$ cat config.mk
export PLATFORM = sky130hd
export DESIGN_NAME = dmc_csr_bank
export DESIGN_NICKNAME = d
export VERILOG_FILES = /design/src/core/dmc_pkg.sv /design/src/core/dmc_csr_bank.sv
export VERILOG_INCLUDE_DIRS = /design/src /design/src/core
export SDC_FILE = /design/constraint.sdc
export NUM_CORES = 1
export LEC_CHECK = 0
export ABC_AREA = 1
export BUFFER_PORTS_ARGS = -buffer_cell sky130_fd_sc_hd__buf_2
export CAP_MARGIN = 20
export CORE_ASPECT_RATIO = 1.1
export CORE_MARGIN = 2
export CORE_UTILIZATION = 25
export DETAILED_ROUTE_END_ITERATION = 6
export PLACE_DENSITY = 0.56
export SYNTH_ARGS = -nofsm -noshare
export SYNTH_HDL_FRONTEND = slang
export SYNTH_SLANG_ARGS = --single-unit
$ cat constraint.sdc
create_clock -name i_clk -period 1.63 [get_ports i_clk]
set_input_delay 0.0815 -clock i_clk [delete_from_list [all_inputs] [get_ports i_clk]]
set_output_delay 0.0815 -clock i_clk [all_outputs]
set_load 0.05 [all_outputs]
$ cat src/core/dmc_map.svh
// offsets, field positions, reset values and timing counts of the csr bank
// Summary of operation
// - state and link tuning: read-only, eeprom-loaded
// - link tuning bit4 ack, bit5 detect; reset 04h
// - debug bits 4:0 pick group; 0 link training
// - debug bits 7:5 pick monitored port
// - debug bit 8 set starts capture
// - debug data returns captured 32-bit word
// - debug registers exist on upstream port only
// - strap low enables reference clock buffer
// - enabled buffer drives its output pairs
// - strap high: buffer off, own input used
// - opmode bits 19:16 disable output pairs
`ifndef DMC_MAP_SVH
`define DMC_MAP_SVH

`define DMC_OFF_LED1      12'h32c
`define DMC_OFF_LTSSM     12'h33c
`define DMC_OFF_MAC       12'h340
`define DMC_OFF_TL        12'h344
`define DMC_OFF_DBG_CTRL  12'h348
`define DMC_OFF_DBG_DATA  12'h34c
`define DMC_OFF_OPMODE    12'h098

`define DMC_RST_LED1      32'h0000_0000
`define DMC_RST_LTSSM     8'h00
`define DMC_RST_MAC       16'h0004
`define DMC_RST_TL        8'h03
`define DMC_RST_DBG_CTRL  9'h000
`define DMC_RST_DBG_DATA  32'h0000_0000
`define DMC_RST_CLKBUF    8'h00

`define DMC_MAC_ACK_BIT   4
`define DMC_MAC_DET_BIT   5
`define DMC_DBG_MODE_MSB  4
`define DMC_DBG_PORT_LSB  5
`define DMC_DBG_PORT_MSB  7
`define DMC_DBG_START_BIT 8
`define DMC_CLKBUF_LSB    16
`define DMC_CLKBUF_MSB    23

`define DMC_STRAP_WAIT    3'h5

`endif

$ cat src/core/dmc_pkg.sv
// types shared by the csr bank and its users
package dmc_pkg;
  typedef enum logic [1:0] {
    DMC_EEP_LTSSM,
    DMC_EEP_MAC,
    DMC_EEP_OPMODE
  } dmc_eep_tgt_e;

  typedef enum logic {
    DMC_STRAP_WAIT,
    DMC_STRAP_DONE
  } dmc_strap_e;

  typedef logic [4:0] dmc_mode_t;
  localparam dmc_mode_t DMC_GRP_LTSSM = 5'h00;
endpackage

$ cat src/core/dmc_csr_bank.sv
// debug, tuning and reference clock buffer csr bank
`timescale 1ns/1ps
`default_nettype none
`include "dmc_map.svh"

module dmc_csr_bank (
  input  wire logic                  i_clk,
  input  wire logic                  i_sys_rst,
  input  wire logic                  i_reg_wr,
  input  wire logic                  i_reg_rd,
  input  wire logic [11:0]           i_reg_addr,
  input  wire logic [31:0]           i_reg_wdata,
  output logic      [31:0]           o_reg_rdata,
  output logic                       o_reg_rvalid,
  input  wire logic                  i_eep_wr,
  input  wire dmc_pkg::dmc_eep_tgt_e i_eep_tgt,
  input  wire logic [31:0]           i_eep_data,
  input  wire logic                  i_upstream,
  input  wire logic                  i_clock_buffer_powerdown_strap,
  input  wire logic [31:0]           i_dbg_probe,
  output dmc_pkg::dmc_mode_t         o_dbg_mode,
  output logic      [2:0]            o_dbg_port,
  output logic                       o_dbg_capturing,
  output logic      [7:0]            o_led_setting_byte0,
  output logic      [7:0]            o_led_setting_byte1,
  output logic      [7:0]            o_led_setting_byte2,
  output logic      [7:0]            o_led_setting_byte3,
  output logic      [7:0]            o_link_state_machine_tuning,
  output logic      [15:0]           o_link_layer_tuning,
  output logic                       o_adaptive_ack,
  output logic                       o_fixed_detect_suppress,
  output logic      [7:0]            o_transaction_layer_tuning,
  output logic                       o_clkbuf_en,
  output logic                       o_ref_from_switch_in,
  output logic      [3:0]            o_buffered_ref_clock_out_en
);

  logic [31:0] led_r;
  logic [31:0] led_nxt;
  logic [7:0]  ltssm_r;
  logic [7:0]  ltssm_nxt;
  logic [15:0] mac_r;
  logic [15:0] mac_nxt;
  logic [7:0]  tl_r;
  logic [7:0]  tl_nxt;
  logic [8:0]  dbg_ctrl_r;
  logic [8:0]  dbg_ctrl_nxt;
  logic [31:0] cap_r;
  logic [31:0] cap_nxt;
  logic [7:0]  clkbuf_r;
  logic [7:0]  clkbuf_nxt;
  logic [31:0] rdata_r;
  logic [31:0] rdata_nxt;
  logic        rvalid_r;
  logic        rvalid_nxt;

  logic [2:0]  sync_r;
  logic [2:0]  sync_nxt;
  logic        filt_r;
  logic        filt_nxt;
  logic        lat_r;
  logic        lat_nxt;
  logic [2:0]  cnt_r;
  logic [2:0]  cnt_nxt;
  dmc_pkg::dmc_strap_e st_r;
  dmc_pkg::dmc_strap_e st_nxt;

  logic wr_led;
  logic wr_tl;
  logic wr_dbg;
  logic wr_op;

  assign wr_led = i_reg_wr && (i_reg_addr == `DMC_OFF_LED1);
  assign wr_tl  = i_reg_wr && (i_reg_addr == `DMC_OFF_TL);
  assign wr_dbg = i_reg_wr && i_upstream &&
                  (i_reg_addr == `DMC_OFF_DBG_CTRL);
  assign wr_op  = i_reg_wr && (i_reg_addr == `DMC_OFF_OPMODE);

  // register group
  always_comb begin
    led_nxt      = led_r;
    ltssm_nxt    = ltssm_r;
    mac_nxt      = mac_r;
    tl_nxt       = tl_r;
    dbg_ctrl_nxt = dbg_ctrl_r;
    cap_nxt      = cap_r;
    clkbuf_nxt   = clkbuf_r;
    if (wr_led) begin
      led_nxt = i_reg_wdata;
    end
    if (wr_tl) begin
      tl_nxt = i_reg_wdata[7:0];
    end
    if (wr_dbg) begin
      dbg_ctrl_nxt = i_reg_wdata[`DMC_DBG_START_BIT:0];
    end
    if (wr_op) begin
      clkbuf_nxt = i_reg_wdata[`DMC_CLKBUF_MSB:`DMC_CLKBUF_LSB];
    end
    // only the eeprom loader alters ltssm and mac; opmode also takes register writes
    if (i_eep_wr) begin
      unique case (i_eep_tgt)
        dmc_pkg::DMC_EEP_LTSSM:  ltssm_nxt = i_eep_data[7:0];
        dmc_pkg::DMC_EEP_MAC:    mac_nxt   = i_eep_data[15:0];
        dmc_pkg::DMC_EEP_OPMODE: begin
          clkbuf_nxt = i_eep_data[`DMC_CLKBUF_MSB:`DMC_CLKBUF_LSB];
        end
        default: ;
      endcase
    end
    if (i_upstream && dbg_ctrl_r[`DMC_DBG_START_BIT]) begin
      cap_nxt = i_dbg_probe;
    end
  end

  always_ff @(posedge i_clk) begin
    if (i_sys_rst) begin
      led_r      <= `DMC_RST_LED1;
      ltssm_r    <= `DMC_RST_LTSSM;
      mac_r      <= `DMC_RST_MAC;
      tl_r       <= `DMC_RST_TL;
      dbg_ctrl_r <= `DMC_RST_DBG_CTRL;
      cap_r      <= `DMC_RST_DBG_DATA;
      clkbuf_r   <= `DMC_RST_CLKBUF;
    end else begin
      led_r      <= led_nxt;
      ltssm_r    <= ltssm_nxt;
      mac_r      <= mac_nxt;
      tl_r       <= tl_nxt;
      dbg_ctrl_r <= dbg_ctrl_nxt;
      cap_r      <= cap_nxt;
      clkbuf_r   <= clkbuf_nxt;
    end
  end

  // read group
  always_comb begin
    rdata_nxt  = 32'h0000_0000;
    rvalid_nxt = i_reg_rd;
    if (i_reg_rd) begin
      // reserved bits and unmapped offsets read zero
      unique case (i_reg_addr)
        `DMC_OFF_LED1:   rdata_nxt = led_r;
        `DMC_OFF_LTSSM:  rdata_nxt = {24'h00_0000, ltssm_r};
        `DMC_OFF_MAC:    rdata_nxt = {16'h0000, mac_r};
        `DMC_OFF_TL:     rdata_nxt = {24'h00_0000, tl_r};
        `DMC_OFF_OPMODE: rdata_nxt = {8'h00, clkbuf_r, 16'h0000};
        `DMC_OFF_DBG_CTRL: begin
          if (i_upstream) begin
            rdata_nxt = {23'h00_0000, dbg_ctrl_r};
          end
        end
        `DMC_OFF_DBG_DATA: begin
          if (i_upstream) begin
            rdata_nxt = cap_r;
          end
        end
        default: rdata_nxt = 32'h0000_0000;
      endcase
    end
  end

  always_ff @(posedge i_clk) begin
    if (i_sys_rst) begin
      rdata_r  <= 32'h0000_0000;
      rvalid_r <= 1'b0;
    end else begin
      rdata_r  <= rdata_nxt;
      rvalid_r <= rvalid_nxt;
    end
  end

  // strap group: sync, filter, then latch once after reset
  always_comb begin
    sync_nxt = {sync_r[1:0], i_clock_buffer_powerdown_strap};
    // second and third stage must agree before the level counts
    filt_nxt = (sync_r[1] == sync_r[2]) ? sync_r[2] : filt_r;
    cnt_nxt  = cnt_r;
    lat_nxt  = lat_r;
    st_nxt   = st_r;
    unique case (st_r)
      dmc_pkg::DMC_STRAP_WAIT: begin
        // wait lets the synchroniser flush its reset zeros
        if (cnt_r == `DMC_STRAP_WAIT) begin
          lat_nxt = filt_r;
          st_nxt  = dmc_pkg::DMC_STRAP_DONE;
        end else begin
          cnt_nxt = cnt_r + 3'h1;
        end
      end
      dmc_pkg::DMC_STRAP_DONE: ;
    endcase
  end

  always_ff @(posedge i_clk) begin
    if (i_sys_rst) begin
      sync_r <= 3'h0;
      filt_r <= 1'b0;
      cnt_r  <= 3'h0;
      lat_r  <= 1'b1;
      st_r   <= dmc_pkg::DMC_STRAP_WAIT;
    end else begin
      sync_r <= sync_nxt;
      filt_r <= filt_nxt;
      cnt_r  <= cnt_nxt;
      lat_r  <= lat_nxt;
      st_r   <= st_nxt;
    end
  end

  assign o_reg_rdata                 = rdata_r;
  assign o_reg_rvalid                = rvalid_r;
  assign o_dbg_mode                  = dbg_ctrl_r[`DMC_DBG_MODE_MSB:0];
  assign o_dbg_port  = dbg_ctrl_r[`DMC_DBG_PORT_MSB:`DMC_DBG_PORT_LSB];
  assign o_dbg_capturing = i_upstream && dbg_ctrl_r[`DMC_DBG_START_BIT];
  assign o_led_setting_byte0         = led_r[7:0];
  assign o_led_setting_byte1         = led_r[15:8];
  assign o_led_setting_byte2         = led_r[23:16];
  assign o_led_setting_byte3         = led_r[31:24];
  assign o_link_state_machine_tuning = ltssm_r;
  assign o_link_layer_tuning         = mac_r;
  assign o_adaptive_ack          = mac_r[`DMC_MAC_ACK_BIT];
  assign o_fixed_detect_suppress = mac_r[`DMC_MAC_DET_BIT];
  assign o_transaction_layer_tuning  = tl_r;
  // latched strap picks the reference source
  assign o_clkbuf_en = (st_r == dmc_pkg::DMC_STRAP_DONE) && !lat_r;
  assign o_ref_from_switch_in = !o_clkbuf_en;
  // enabled buffer feeds pairs not disabled
  assign o_buffered_ref_clock_out_en = {4{o_clkbuf_en}} & ~clkbuf_r[3:0];
endmodule
`default_nettype wire

## Word level (Yosys, flattened, before mapping)

Cells that the tools add are included.

| storage, ports and cells | value |
|---|---|
| flip-flop bits (word level) | 155 |
| word-level logic and storage cells | 54 |

| operators by class | value |
|---|---|
| mux-type cells | 8 |
| bitwise logic cells | 5 |
| eq/ne operators | 11 |
| reductions and logical operators | 15 |
| add/sub/neg operators | 1 |

Operators with widths:

| cell | number |
|---|---|
| $pmux W32 S7 | 1 |
| $eq A12 B10 Y1 const B | 6 |
| $mux W32 | 1 |
| $mux W8 | 3 |
| $eq A12 B8 Y1 const B | 1 |
| $mux W9 | 1 |
| $reduce_and A2 Y1 | 4 |
| $logic_and A1 B1 Y1 | 7 |
| $and A4 B4 Y4 | 1 |
| $not A4 Y4 | 1 |
| $add A3 B1 Y3 const B | 1 |
| $eq A3 B3 Y1 const B | 1 |
| $not A1 Y1 | 3 |
| $eq A2 B1 Y1 const B | 1 |
| $eq A2 B2 Y1 const B | 1 |
| $logic_not A1 Y1 | 2 |
| $logic_not A2 Y1 | 1 |
| $mux W1 | 2 |
| $reduce_or A2 Y1 | 1 |
| $eq A1 B1 Y1 | 1 |

## Longest topological paths before layout

| logic depth | value |
|---|---|
| depth in word-level cells | 5 |
| depth in mapped cells | 10 |
| mapped depth without buffers | 9 |

## Worst setup path after synthesis

OpenSTA, ideal clock, no wires.

| timing path | value |
|---|---|
| path kind | register -> output |
| from | register st_r |
| to | output o_buffered_ref_clock_out_en[0] |
| buffers on the path | 0 |
| path slack | -0.798 ns |
| data arrival time | 2.346 ns |
| stages on the path, launching flop included | 5 |
| cells stage by stage | dfxtp_1 -> inv_1 -> nor2_1 -> inv_1 -> nor2_1 |

| between the ends | value |
|---|---|
| word-level cells in the longest chain between the ends | 2 |

RTL lines:

| element | line | RTL |
|---|---|---|
| start: declaration | dmc_csr_bank.sv:65 | `dmc_pkg::dmc_strap_e st_r;` |
| start signal: assignment | dmc_csr_bank.sv:201 | `st_r <= dmc_pkg::DMC_STRAP_WAIT;` |
| start signal: assignment | dmc_csr_bank.sv:207 | `st_r <= st_nxt;` |
| $logic_and A1 B1 Y1 | dmc_csr_bank.sv:226 | `assign o_clkbuf_en = (st_r == dmc_pkg::DMC_STRAP_DONE) && !lat_r;` |
| net o_clkbuf_en | dmc_csr_bank.sv:33 | `output logic o_clkbuf_en,` |
| $and A4 B4 Y4 | dmc_csr_bank.sv:229 | `assign o_buffered_ref_clock_out_en = {4{o_clkbuf_en}} & ~clkbuf_r[3:0];` |
| end: declaration | dmc_csr_bank.sv:35 | `output logic [3:0] o_buffered_ref_clock_out_en` |

The timed path passes the listed nets, and every way through them passes these cells.

## Worst setup path after layout

| timing path | value |
|---|---|
| from | register st_r |
| to | output o_buffered_ref_clock_out_en[3] |

| between the ends | value |
|---|---|
| word-level cells in the longest chain between the ends | 2 |

RTL lines:

| element | line |
|---|---|
| $logic_and A1 B1 Y1 | dmc_csr_bank.sv:226 |
| $and A4 B4 Y4 | dmc_csr_bank.sv:229 |

Every way passes these cells.

==> impl_metrics.ini <==
[status]
status = completed

[worst_setup_path]
cp_top_family = buffers and inverters
crit_path_start_kind = register
crit_path_end_kind = primary output
worst_ep_required_time_ns = 1.55
reg2regPathDepth = 4
slowest_delay_ns = 0.35
arrival_ns = 1.49
crit_type = register to primary output
cp_num_buf_inv = 3
cp_cell_sequence = inv_2 > nor2_4 > clkinvlp_4 > nor2_4 > buf_8
path_depth = 5
crit_path_top_delay_cell = dfxtp_2
crit_path_max_fanout = 5
cpMostUsedCell = nor2_4

[clocking]
cts_root_buf = clkbuf_16
clk_latency_ns = 0.43
cts_buffer_depth = 2
h-tree-depth = 4
clkTransAtPathRegs_ns = 0.07
tritoncts = built
numCtsBuffers = 17
cts.sinks = 155

[placed_design]
dpl_cell_area_sq_um = 8230
gp_congestion = 0.833
placed_cells = 1481
dp_slack_ns = 0.0339
port_buffers = 222
dpl.hpwl_microns = 17900

[finish]
final_util_pct = 37.4
drive_above_1_share_pct = 26.4
mostFrequentLayoutCells = buf_2 (218), nor2_1 (163), dfxtp_1 (154), nand2_1 (152), nand3_1 (103)
nets = 1363
fillers = 2812
fin_cells = 1610
syn2layout_area_growth_pct = 46.8
final_common_cell = buf_2
final_area_sq_um = 9820

[detailed_routing]
ant_nets = 0
via_per_inst = 4.44
drc = 0
vias = 7155
drtPass1Iterations = 4
wl_per_cell_microns = 15.5
first_iter_violations = 448
wirelength_microns = 24900

[die]
die_area_sq_um = 28100
core_area_sq_um = 26200
initial_utilization_pct = 25.5
die_x_microns = 160
rows = 62
die_y_microns = 176
pin_count = 231

[grt]
gr-total-overflow = 0
grt_pass1_wl_microns = 37500
antenna_found_initial = 1
grt_max_degree = 54
first_global_vias = 6692
grtUsageTotal_pct = 17.3

[timing]
holdWs_ns = 0.101
skew_ns = 0.00782
fin_crit_sh_pct = 96.6
finalSetupViolCount = 0
max_freq_mhz = 635
slew_violations = 0
tightestPinTransition_ns = 0.632
slew_headroom_pct = 57.9
rsz0062_at_grt = true
period_needed_ns = 1.58
hold_viol_final = 0
setup_slack_ns = 0.0549
tns_ns = 0

[power]
power.density_nw_per_um2 = 884
irDropWorstVdd_mv = 0.461
p_leak_nw = 4.32
power.total_mw = 8.68

[worst_hold_path]
hold_path_class = primary input to register
min_path_cells = 3

[flow_run]
maxCapViolCount = 0

[synth]
netlist_instances = 936
syn-num-nets = 1055
synth_area_per_cell_sq_um = 7.15
ys_seq_elements = 155
synth.area.top_cells = dfxtp_1 (46%), nor2_1 (9.4%), nand2_1 (8.6%), nand3_1 (7.7%), a21oi_1 (5.6%)
synth_top_area_share_pct = 46.4
yosysWarnings = 0
synth.distinct_cells = 26
synth_area_sq_um = 6690
synth_top_cell_by_area = dfxtp_1
seq_area_frac_synth_pct = 46.4
## final timing paths
| kind | to | slack, ns | from |
|---|---|---|---|
| min | o_reg_rdata[1] | 0.10 | i_reg_rd |
| max reg2reg | cap_r[3] | 0.15 | dbg_ctrl_r[8] |
| max | o_buffered_ref_clock_out_en[3] | 0.05 | st_r |
| min reg2reg | sync_r[1] | 0.43 | sync_r[0] |
## power by group
part | internal [mW] | switching (mW) | total (mW)
combinational | 0.345 | 0.462 | 0.807
sequential | 3.84 | 0.0511 | 3.89
clock | 2.09 | 1.89 | 3.98
## flip-flops by register name (all words and copies together) (netlist names), 8 cells and up
signal                       count
cap_r                           32
dbg_ctrl_r                       9
o_link_layer_tuning             16
o_transaction_layer_tuning       8
clkbuf_r                         8
o_reg_rdata                     32
led_r                           32
o_link_state_machine_tuning      8
## kinds of logic after synthesis
| kind of cell | Yosys count | synth area share (%) |
|---|---|---|
| AOI/OAI and AO/OA | 156 | 11.7 |
| adders and majority gates | 2 | 0.374 |
| buffers and inverters | 146 | 9.76 |
| DFF | 155 | 46.4 |
| and+or+nand+nor | 477 | 31.8 |
## timing repair
action / CTS / global route
hold buffers: 93 / 0
gates resized for setup: 6 / 5
pin swaps: 2 / 2
endpoints found under the hold margin: 109 / 0
cloned: 0 / 0
buffers inserted: 2 / 1
endpoints found under the setup margin: 5 / 5
## Yosys cell counts (all sizes together)
master  instances
nor3            3
inv            87
nand3         106
nor2          188
nand3b         13
buf            33
dfxtp         155
o21ai          81
nand4           9
a21oi          75
clkbuf         26
nand2         158
ha              2
## worst reg2reg max path, delay by kind of cell (launching register included)
kind | cells | cell delay (ns)
simple gates | 2 | 0.19
buf+inv | 1 | 0.59
compound gates | 1 | 0.21
flops | 1 | 0.39
## routing by layer
| layer | GRT usage, % | part of all wire, % |
|---|---|---|
| met5 | 0 | 0 |
| met4 | 8.15 | 4.1 |
| met3 | 3.26 | 5.1 |
| met2 | 27.5 | 46 |
| met1 | 22.7 | 45 |
## layout make-up
type	count	area (sq um)	share of cell area [%]
diodes	1	2.50	0.0255
clock buffers	18	439	4.47
clock inverters	14	150	1.53
inverters	87	334	3.40
multi-input cells	635	2980	30.3
flip-flops and latches	155	3100	31.6
well taps	352	440	4.49
repair buffers	348	2370	24.1
No activity file was read; power rests on OpenSTA's default activity.
